===== src/rtl/rbr_pkg.sv =====
// Purpose: Shared constants for the readback and resolution register block
// Assumes: 32-bit serial frames, eight readable registers
// Notes:   Field positions are bit indices inside a received frame
package rbr_pkg;
  localparam int          FRAME_W    = 32;
  localparam int          NUM_REGS   = 8;
  localparam logic [5:0]  FRAME_BITS = 6'h20;
  localparam logic [5:0]  CNT_MAX    = 6'h3f;
  localparam logic [2:0]  CODE_REG7  = 3'h7;
  // Field positions of the readback control word
  localparam int          RES_BIT    = 20;
  localparam int          ONE_BIT    = 19;
  localparam int          MODX_HI    = 15;
  localparam int          MODX_LO    = 12;
  localparam int          FRACX_HI   = 11;
  localparam int          FRACX_LO   = 8;
  localparam int          EDGE_BIT   = 7;
  localparam int          PTR_HI     = 6;
  localparam int          PTR_LO     = 4;
  localparam int          RW_BIT     = 3;
  localparam int          CODE_HI    = 2;
  // Reset values and minimum valid modulus
  localparam logic        RES_RST    = 1'b0;
  localparam logic        EDGE_RST   = 1'b1;
  localparam logic [3:0]  EXT_RST    = 4'h0;
  localparam logic [2:0]  PTR_RST    = 3'h0;
  localparam logic [15:0] MOD_MIN    = 16'h0002;
endpackage


===== src/rtl/frame_if.sv =====
// Purpose: Carries decoded serial-link events from the receiver to the core
// Assumes: All signals are on clk_in
// Notes:   Edges are one-cycle pulses
`timescale 1ns/100ps
interface frame_if;
  logic        sclk_rise;
  logic        sclk_fall;
  logic        cs_fall;
  logic        frame_done;
  logic        frame_ok;
  logic [31:0] word;
  modport rx (output sclk_rise, output sclk_fall, output cs_fall, output frame_done, output frame_ok, output word);
  modport core (input sclk_rise, input sclk_fall, input cs_fall, input frame_done, input frame_ok, input word);
endinterface


===== src/rtl/readback_regs.sv =====
// Purpose: Readback control and resolution-extension register with serial readback
// Assumes: Registers 0 to 6 live outside and are presented on regs_in
// Notes:   Serial pins are asynchronous and pass two flip-flops first
//
// Function
// - 16-bit modulus is 12-bit field above 4-bit extension; 0 and 1 invalid.
// - 16-bit fraction is 12-bit field above 4-bit extension; extension resets zero.
// - Extensions take effect only when resolution select is one.
// - Read-edge bit: zero shifts data on rising, one on falling; resets one.
// - Three-bit pointer in bits six to four picks one of eight registers.
// - Selected register shifts out during the next 32-clock frame.
// - Read request bit clears itself and never reads back as one.
// - Word updates only when frame's low three bits equal 111.
// - Select one gives 16-bit values; zero gives 12-bit, extensions ignored.
// - Frames must hold exactly 32 clocks; other counts flag a serial error.
`timescale 1ns/100ps
module readback_regs
  import rbr_pkg::*;
(
  input  wire logic             clk_in,
  input  wire logic             sys_rst_in,
  input  wire logic             sclk_in,
  input  wire logic             cs_n_in,
  input  wire logic             sdi_in,
  input  wire logic [6:0][31:0] regs_in,
  input  wire logic [11:0]      modulus_field_in,
  input  wire logic [11:0]      fraction_field_in,
  output logic                  sdo_out,
  output logic                  sdo_oe_out,
  output logic [15:0]           modulus_out,
  output logic [15:0]           fraction_out,
  output logic                  modulus_invalid_out,
  output logic                  resolution_16b_out,
  output logic                  serial_error_out,
  output logic                  frame_valid_out,
  output logic [31:0]           frame_word_out
);
  typedef struct packed {
    logic        res;
    logic [3:0]  modx;
    logic [3:0]  fracx;
    logic        edge_sel;
    logic [2:0]  ptr;
    logic        rd_pend;
    logic        rd_act;
    logic [31:0] sh;
    logic        sdo;
    logic        err;
    logic        wr_stb;
    logic [31:0] word;
    logic [5:0]  ecnt;
    logic [15:0] mod_o;
    logic [15:0] fraction_field_o;
    logic        mod_bad;
  } core_s;

  localparam core_s CORE_RST = '{res: RES_RST, modx: EXT_RST, fracx: EXT_RST, edge_sel: EDGE_RST,
                                 ptr: PTR_RST, rd_pend: 1'b0, rd_act: 1'b0, sh: 32'h0, sdo: 1'b0,
                                 err: 1'b0, wr_stb: 1'b0, word: 32'h0, ecnt: 6'h00, mod_o: 16'h0000,
                                 fraction_field_o: 16'h0000, mod_bad: 1'b0};

  frame_if fr ();

  serial_frame_rx u_rx (
    .clk_in     (clk_in),
    .sys_rst_in (sys_rst_in),
    .sclk_in    (sclk_in),
    .cs_n_in    (cs_n_in),
    .sdi_in     (sdi_in),
    .fr         (fr.rx)
  );

  core_s                      q;
  core_s                      d;
  logic [31:0]                reg7_img;
  logic [NUM_REGS-1:0][31:0]  all_regs;
  logic [31:0]                sel_word;
  logic                       shift_now;
  logic                       reg7_hit;

  // Read bit always shows zero; fixed-one bit shows one
  always_comb begin
    reg7_img                   = 32'h0;
    reg7_img[RES_BIT]          = q.res;
    reg7_img[ONE_BIT]          = 1'b1;
    reg7_img[MODX_HI:MODX_LO]  = q.modx;
    reg7_img[FRACX_HI:FRACX_LO] = q.fracx;
    reg7_img[EDGE_BIT]         = q.edge_sel;
    reg7_img[PTR_HI:PTR_LO]    = q.ptr;
    reg7_img[CODE_HI:0]        = CODE_REG7;
  end

  assign all_regs = {reg7_img, regs_in};
  assign sel_word = all_regs[q.ptr];
  assign reg7_hit = fr.frame_done && fr.frame_ok && (fr.word[CODE_HI:0] == CODE_REG7);

  assign shift_now = q.rd_act && (q.edge_sel ? fr.sclk_fall : (fr.sclk_rise && q.ecnt != 6'h00));

  always_comb begin
    d        = q;
    d.wr_stb = 1'b0;
    if (fr.frame_done) begin
      d.err    = ~fr.frame_ok;
      d.rd_act = 1'b0;
      d.sdo    = 1'b0;
      d.wr_stb = fr.frame_ok;
      d.word   = fr.word;
      if (reg7_hit) begin
        d.res      = fr.word[RES_BIT];
        d.modx     = fr.word[MODX_HI:MODX_LO];
        d.fracx    = fr.word[FRACX_HI:FRACX_LO];
        d.edge_sel = fr.word[EDGE_BIT];
        d.ptr      = fr.word[PTR_HI:PTR_LO];
        d.rd_pend  = fr.word[RW_BIT];
      end
    end else if (fr.cs_fall && q.rd_pend) begin
      d.rd_pend = 1'b0;
      d.rd_act  = 1'b1;
      d.sh      = sel_word;
      d.sdo     = sel_word[FRAME_W-1];
    end else if (shift_now) begin
      d.sh  = {q.sh[30:0], 1'b0};
      d.sdo = q.sh[FRAME_W-2];
    end
    // Counts rising edges so the rising mode skips the edge that would drop the MSB
    if (fr.cs_fall) begin
      d.ecnt = 6'h00;
    end else if (fr.sclk_rise && q.ecnt != CNT_MAX) begin
      d.ecnt = q.ecnt + 6'h01;
    end
    // Twelve-bit mode ignores the extensions entirely; outputs lag one cycle
    if (q.res) begin
      d.mod_o  = {modulus_field_in, q.modx};
      d.fraction_field_o = {fraction_field_in, q.fracx};
    end else begin
      d.mod_o  = {4'h0, modulus_field_in};
      d.fraction_field_o = {4'h0, fraction_field_in};
    end
    d.mod_bad = q.res && (d.mod_o < MOD_MIN);
  end

  always_ff @(posedge clk_in) begin
    if (sys_rst_in) begin
      q <= CORE_RST;
    end else begin
      q <= d;
    end
  end

  assign modulus_out         = q.mod_o;
  assign fraction_out        = q.fraction_field_o;
  assign modulus_invalid_out = q.mod_bad;
  assign resolution_16b_out  = q.res;
  assign sdo_out             = q.sdo;
  assign sdo_oe_out          = q.rd_act;
  assign serial_error_out    = q.err;
  assign frame_valid_out     = q.wr_stb;
  assign frame_word_out      = q.word;

  property p_mod16;
    @(posedge clk_in) disable iff (sys_rst_in)
      q.res |=> modulus_out == {$past(modulus_field_in), $past(q.modx)}
                && modulus_invalid_out == ({$past(modulus_field_in), $past(q.modx)} < MOD_MIN);
  endproperty
  a_mod16: assert property (p_mod16) else $error("16-bit modulus wrong");

  property p_ext_apply;
    @(posedge clk_in) disable iff (sys_rst_in)
      reg7_hit |=> q.fracx == $past(fr.word[FRACX_HI:FRACX_LO]) && q.res == $past(fr.word[RES_BIT]);
  endproperty
  a_ext_apply: assert property (p_ext_apply) else $error("fraction extension not taken");

  property p_mod12;
    @(posedge clk_in) disable iff (sys_rst_in)
      !q.res |=> modulus_out == {4'h0, $past(modulus_field_in)} && fraction_out == {4'h0, $past(fraction_field_in)}
                 && !modulus_invalid_out;
  endproperty
  a_mod12: assert property (p_mod12) else $error("12-bit mode uses extensions");

  property p_edge_shift;
    @(posedge clk_in) disable iff (sys_rst_in)
      q.rd_act && q.edge_sel && fr.sclk_fall && !fr.frame_done |=> sdo_out == $past(q.sh[30]);
  endproperty
  a_edge_shift: assert property (p_edge_shift) else $error("falling-edge shift missing");

  property p_first_rise;
    @(posedge clk_in) disable iff (sys_rst_in)
      q.rd_act && !q.edge_sel && fr.sclk_rise && q.ecnt == 6'h00 |=> sdo_out == $past(q.sh[31]);
  endproperty
  a_first_rise: assert property (p_first_rise) else $error("rising mode dropped the first bit");

  property p_load;
    @(posedge clk_in) disable iff (sys_rst_in)
      fr.cs_fall && q.rd_pend |=> q.sh == $past(sel_word) && sdo_out == $past(sel_word[31]) && sdo_oe_out;
  endproperty
  a_load: assert property (p_load) else $error("readback load wrong");

  property p_selfclear;
    @(posedge clk_in) disable iff (sys_rst_in)
      q.rd_pend && fr.cs_fall |=> !q.rd_pend ##1 !q.rd_pend || fr.frame_done;
  endproperty
  a_selfclear: assert property (p_selfclear) else $error("read request did not clear");

  property p_code;
    @(posedge clk_in) disable iff (sys_rst_in)
      !reg7_hit |=> $stable(q.ptr) && $stable(q.modx) && $stable(q.edge_sel);
  endproperty
  a_code: assert property (p_code) else $error("word changed without code 111");

  property p_err;
    @(posedge clk_in) disable iff (sys_rst_in)
      fr.frame_done |=> serial_error_out == !$past(fr.frame_ok) && frame_valid_out == $past(fr.frame_ok);
  endproperty
  a_err: assert property (p_err) else $error("frame error flag wrong");

  property p_bad_frame;
    @(posedge clk_in) disable iff (sys_rst_in)
      fr.frame_done && !fr.frame_ok |=> $stable(q.res) && $stable(q.fracx) && $stable(q.ptr) && !frame_valid_out;
  endproperty
  a_bad_frame: assert property (p_bad_frame) else $error("bad frame changed fields");

  property p_end;
    @(posedge clk_in) disable iff (sys_rst_in)
      fr.frame_done |=> !sdo_oe_out;
  endproperty
  a_end: assert property (p_end) else $error("readback outlived its frame");
endmodule


===== src/rtl/serial_frame_rx.sv =====
// Purpose: Synchronises the serial pins and assembles 32-bit frames
// Assumes: Serial clock far slower than clk_in
// Notes:   Data is sampled on the rising serial-clock edge, MSB first
`timescale 1ns/100ps
module serial_frame_rx
  import rbr_pkg::*;
(
  input  wire logic clk_in,
  input  wire logic sys_rst_in,
  input  wire logic sclk_in,
  input  wire logic cs_n_in,
  input  wire logic sdi_in,
  frame_if.rx       fr
);
  typedef struct packed {
    logic [2:0]  sclk_s;
    logic [2:0]  cs_s;
    logic [1:0]  sdi_s;
    logic [5:0]  cnt;
    logic [31:0] sh;
    logic        done;
    logic        ok;
    logic [31:0] word;
  } rx_s;

  localparam rx_s RX_RST = '{sclk_s: 3'h0, cs_s: 3'h7, sdi_s: 2'h0, cnt: 6'h00,
                             sh: 32'h0, done: 1'b0, ok: 1'b0, word: 32'h0};

  rx_s  q;
  rx_s  d;
  logic rise;
  logic fall;
  logic cs_fall;
  logic cs_rise;

  // Stage 0 feeds only stage 1; edges compare stages 1 and 2
  assign rise    = q.sclk_s[1] & ~q.sclk_s[2];
  assign fall    = ~q.sclk_s[1] & q.sclk_s[2];
  assign cs_fall = ~q.cs_s[1] & q.cs_s[2];
  assign cs_rise = q.cs_s[1] & ~q.cs_s[2];

  always_comb begin
    d        = q;
    d.sclk_s = {q.sclk_s[1:0], sclk_in};
    d.cs_s   = {q.cs_s[1:0], cs_n_in};
    d.sdi_s  = {q.sdi_s[0], sdi_in};
    d.done   = 1'b0;
    if (cs_fall) begin
      d.cnt = 6'h00;
    end else if (rise && !q.cs_s[1]) begin
      d.sh = {q.sh[30:0], q.sdi_s[1]};
      if (q.cnt != CNT_MAX) begin
        d.cnt = q.cnt + 6'h01;
      end
    end
    if (cs_rise) begin
      d.done = 1'b1;
      d.ok   = (q.cnt == FRAME_BITS);
      d.word = q.sh;
    end
  end

  always_ff @(posedge clk_in) begin
    if (sys_rst_in) begin
      q <= RX_RST;
    end else begin
      q <= d;
    end
  end

  assign fr.sclk_rise  = rise;
  assign fr.sclk_fall  = fall;
  assign fr.cs_fall    = cs_fall;
  assign fr.frame_done = q.done;
  assign fr.frame_ok   = q.ok;
  assign fr.word       = q.word;

  property p_count_ok;
    @(posedge clk_in) disable iff (sys_rst_in)
      cs_rise |=> (q.ok == ($past(q.cnt) == FRAME_BITS)) && q.done;
  endproperty
  a_count_ok: assert property (p_count_ok) else $error("frame length check wrong");
endmodule

===== config.mk =====
export PLATFORM = sky130hd
export DESIGN_NAME = readback_regs
export DESIGN_NICKNAME = d
export VERILOG_FILES = /design/src/rtl/rbr_pkg.sv /design/src/rtl/frame_if.sv /design/src/rtl/readback_regs.sv /design/src/rtl/serial_frame_rx.sv
export SDC_FILE = /design/constraint.sdc
export NUM_CORES = 1
export LEC_CHECK = 0
export BUFFER_PORTS_ARGS = -buffer_cell sky130_fd_sc_hd__buf_2
export CAP_MARGIN = 25
export CORE_MARGIN = 3
export CORE_UTILIZATION = 51
export CTS_CLUSTER_DIAMETER = 40
export CTS_CLUSTER_SIZE = 24
export DETAILED_ROUTE_END_ITERATION = 8
export MAX_ROUTING_LAYER = met4
export PLACE_DENSITY_LB_ADDON = 0.2
export SLEW_MARGIN = 0
export SYNTH_ARGS = -nofsm -noshare
export SYNTH_HDL_FRONTEND = slang
export SYNTH_SLANG_ARGS = --single-unit

===== constraint.sdc =====
create_clock -name clk_in -period 2.2 [get_ports clk_in]
set_input_delay 0.11 -clock clk_in [delete_from_list [all_inputs] [get_ports clk_in]]
set_output_delay 0.11 -clock clk_in [all_outputs]
set_load 0.05 [all_outputs]

### Yosys cells after proc, flatten, opt, wreduce, memory -nomap -nowiden

Index checks and enable logic that the tools add are counted.

| operators by class | value |
|---|---|
| multiplexer cells | 10 |
| eq/ne operators | 5 |
| add/subtract/negate cells | 2 |
| reductions and logical operators | 21 |
| bitwise gates (word level) | 12 |
| magnitude comparators | 2 |

Operator list:

| kind | number |
|---|---|
| $mux 32 | 4 |
| $bmux 32 s3 | 1 |
| $mux 34 | 1 |
| $lt 16x2->1 const B | 1 |
| $add 6x1->6 const B | 2 |
| $ne 6x6->1 const B | 2 |
| $reduce_and 2->1 | 5 |
| $logic_and 1x1->1 | 8 |
| $not 1->1 | 8 |
| $reduce_or 2->1 | 4 |
| $eq 6x6->1 const B | 1 |
| $reduce_bool 6->1 | 1 |
| $and 1x1->1 | 4 |
| $lt 3x4->1 const B | 1 |
| $mux 2 | 2 |
| $reduce_bool 2->1 | 2 |
| $eq 3x3->1 const B | 1 |
| $mux 1 | 2 |
| $ne 2x2->1 const B | 1 |
| $logic_not 1->1 | 1 |

| word-level totals | value |
|---|---|
| output and inout port bits | 70 |
| register bits after elaboration | 200 |
| bits of input ports | 253 |

### Logic depth before layout (Yosys ltp)

| depth | value |
|---|---|
| word-level depth | 7 |
| depth in mapped cells | 7 |

### Modules after synthesis

From an unflattened synthesis, not the netlist that was laid out.

| unflattened totals | value |
|---|---|
| cells, all modules | 1,118 |
| area, all modules | 10,085.9 um^2 |

By module, submodules not included:

| module | sequential area each (um^2) | instances | area each (um^2) | cells each |
|---|---|---|---|---|
| readback_regs | 2,402.3 | 1 | 6,959.2 | 739 |
| serial_frame_rx | 1,601.5 | 1 | 3,126.7 | 379 |

### Least setup slack after synthesis

Ideal clock, no wire load.

| timing | value |
|---|---|
| path kind | register to register |
| start point | register q, in the netlist sdo_oe_out |
| end point | register q[75] (netlist bit) |
| slack | 0.455 ns |
| arrival time | 1.654 ns |
| cell stages (with the launch flop) | 6 |
| library setup time | 0.091 ns |
| cells stage by stage | dfxtp_1 -> nand4b_1 -> a21oi_1 -> clkbuf_1 -> nor3_1 -> a311oi_1 |

| on the way | value |
|---|---|
| longest elaborated chain between the ends | 3 |

Ends and longest elaborated chain:

| what | line | RTL |
|---|---|---|
| start, declared | readback_regs.sv:73 | `core_s q;` |
| start signal, assigned | readback_regs.sv:144 | `q <= CORE_RST;` |
| start signal, assigned | readback_regs.sv:146 | `q <= d;` |
| $logic_and 1x1->1 | readback_regs.sv:97 | `assign shift_now = q.rd_act && (q.edge_sel ? fr.sclk_fall : (fr.sclk_rise && q.ecnt != 6'h00));` |
| $reduce_bool 2->1 (no source line) | -- |  |
| $reduce_and 2->1 (no source line) | -- |  |

Every way passes these cells.
A chain may end at the register's enable or synchronous reset.

### Worst setup path in the final report

| timing | value |
|---|---|
| start point | register q[33] (netlist bit) |
| end point | register q[91] (netlist bit) |

| on the way | value |
|---|---|
| longest elaborated chain between the ends | 6 |

Ends and longest elaborated chain:

| what | line |
|---|---|
| $reduce_bool 6->1 | readback_regs.sv:97 |
| $logic_and 1x1->1 | readback_regs.sv:97 |
| $mux 1 | readback_regs.sv:97 |
| $logic_and 1x1->1 | readback_regs.sv:97 |
| $reduce_bool 2->1 (no source line) | -- |
| $reduce_and 2->1 (no source line) | -- |

Every way passes these cells.

==> results.yml <==
run_status:
  status: "completed"
logic_synthesis:
  synth_edf_count: 0
  netlist_area_um2: 9870
  synth.most_common_cell: "dfxtp_1"
  synthTopCellsByCount: "dfxtp_1 (200), nand2_1 (177), mux2i_1 (162), a21oi_1 (84), buf_4 (74)"
  synth-async-reset-ratio_pct: 0
  ys_warn_count: 0
  syn_nets: 1370
  avgSynthCellArea_um2: 8.86
  seq_area_frac_synth_pct: 40.6
  yosysTopAreaCellShare_pct: 40.6
  ys_seq_elements: 200
  yosys_most_used_dff: "dfxtp_1"
  synth_area_leaders: "dfxtp_1 (41%), mux2i_1 (16%), nand2_1 (6.7%)"
  netlist-cell-type-count: 55
  synth.largest_area_cell: "dfxtp_1"
  synth_cells: 1113
detailed_routing:
  totalWireLength_mm: 29.8
  ant_nets: 0
  post_drt_wl_per_cell_um: 18.1
  drtIter0Drc: 659
  vias_per_cell: 5.47
  dr.pass1.iters: 6
  vias: 8991
  drc_errors: 0
final_layout:
  drive_gt1_share_pct: 29.6
  fin_cells: 1645
  fillers: 1603
  final_util_pct: 64.5
  layout.nets: 1617
  area_growth_pct: 23.1
place:
  portBuffers: 322
  dp_hpwl_mm: 21.2
  dp.cells: 1572
  gp_congestion: 0.913
  post-place-ws_ns: 0.147
setup_path:
  worst-path-max-fanout: 15
  cp_data_required_time_ns: 2.46
  crit_type: "flop to flop"
  crit_arrival_ns: 2.38
  worst_setup_path_end_kind: "flop"
  start_kind: "flop"
pwr:
  seq_power_share_pct: 48.3
  pwr-share-comb_pct: 8.3
  p_leak_nw: 4.55
  clock_power_share_pct: 43.4
  p_switching_mw: 1.89
  ir_drop_mv: 0.672
  p_per_area_nw_per_um2: 624
  switching_share_pct: 24.9
  intPower_mw: 5.69
global_routing:
  antenna_found_initial: 12
  grt_pass1_vias: 8574
  grt_first_pass_wirelength_mm: 46.5
  grt_max_degree: 63
  grt.overflow.total: 0
  grt.total_usage_pct: 27.9
floorplanning:
  io_pins: 323
  rows: 50
  fp.coreArea_um2: 18800
  dieArea_um2: 21000
  die_x_um: 145
  start_util_pct: 52.4
  die_y_um: 145
clocking:
  cts_tree: "done"
  cts.path.max_buffers: 2
  worstSkewPairLatency_ns: 0.43
  cts-root-buf: "clkbuf_16"
  clkSlewWorstSetupHoldPaths_ns: 0.07
  cts_sinks: 200
  htree_levels: 4
  cts_resized: 0
  numCtsBuffers: 17
worst_hold_path:
  hold_path_class: "input port to flop"
sta:
  fin_hold_ws_ns: 0.0999
  hold_viol: 0
  clock_skew_ns: 0.00993
  setup_ws_ns: 0.0752
  finalMaxSlewViolations: 0
  period_minus_slack_ns: 2.12
  layout_worst_path_cycle_share_pct: 96.6
  relSlewSlack_pct: 35.6
  finalSetupViolCount: 0
  fin_setup_tns_ns: 0
  tightest_slew_ns: 0.963
  fmax_mhz: 471
run:
  drv_cap: 0
==> power groups by stage <==
stage          Sequential [mW]  Combinational, mW  Clock [mW]
3_5_place_dp              3.74              0.584           0
2_1_floorplan             3.74              0.300           0
4_1_cts                   3.66              0.625        3.33
5_1_grt                   3.66              0.679        3.51
6_report                  3.66              0.632        3.29
3_3_place_gp              3.74              0.579           0
==> placed cells by master, fill, tap and decap left out, types with 8 or more instances in the layout <==
cell	n
clkbuf_16	17
dlygate4sd3_1	28
a221oi_1	8
buf_2	321
nor2_1	72
diode_2	12
a311oi_1	19
a211oi_1	13
a22oi_1	53
nor3_1	31
nand2_1	177
dfxtp_1	197
and2_1	10
mux2i_1	162
a21oi_1	83
nor2b_1	12
nand3_1	21
nand2b_1	15
buf_4	24
inv_1	9
==> routing by layer <==
layer / up-vias / track usage, % / routed length (um)
li1: 4362 / - / -
met1: 4220 / 34.1 / 12400
met2: 353 / 45.0 / 14500
met3: 56 / 6.28 / 2020
met4: 0 / 11.1 / 997
met5: - / - / 0
==> worst max-delay path, stage by stage (launching register included) <==
cell and delay, ns:
dfxtp_1 0.40, inv_1 0.06, ha_1 0.23, a21o_1 0.25, a31oi_2 0.82, a211oi_1 0.19
==> cell families (layout without fill, tap and decap cells) <==
group	Yosys count	in the layout	synth area share, %
AND/OR/NAND/NOR	370	370	16.8
adder cells (fa/ha/maj)	4	4	0.507
other	0	12	0
XOR/XNOR	7	7	0.621
buffers and inverters	161	420	9.87
AO/OA/AOI/OAI	207	208	14.7
flip-flops	200	200	40.6
multiplexers	164	164	16.9
==> worst paths after layout <==
kind,start,endpoint,slack (ns),cells after the start
setup / recovery,q[33],q[91],0.08,5
hold / removal,regs_in[160],q[74],0.1,5
hold reg to reg,u_rx.q[73],u_rx.q[34],0.44,2
setup reg to reg,q[33],q[91],0.08,5
==> repair_timing <==
| item | 4_1_cts | 5_1_grt |
|---|---|---|
| hold buffers | 28 | 0 |
| hold endpoints to repair | 35 | 0 |
| setup endpoints to repair | 0 | 1 |
| buffers inserted | 0 | 0 |
==> per-stage QoR <==
| stage | cell area [um2] | power [mW] |
|---|---|---|
| 2_1_floorplan | 9870 | 4.04 |
| 3_3_place_gp | 11200 | 4.32 |
| 3_5_place_dp | 11200 | 4.33 |
| 4_1_cts | 12100 | 7.61 |
| 5_1_grt | 12100 | 7.85 |
| 6_report | 12100 | 7.58 |
==> registers in the layout, summed over array words and instances (netlist names), 5 cells and up <==
name,count
u_rx.q,41
q,38
frame_word_out,32
u_rx.fr.word,32
fraction_out,16
modulus_out,16
all_regs,12
u_rx.d,5
==> area by class of cell <==
type	count	area, um2	share of cell area, %
multi-input cells	753	4930	40.6
clock buffers	17	425	3.50
repair buffers	379	2180	17.9
diodes	12	30.0	0.247
well taps	260	325	2.68
flip-flops and latches	200	4010	33.0
clock inverters	15	203	1.67
inverters	9	33.8	0.278
Power figures use the tool's default switching activity.
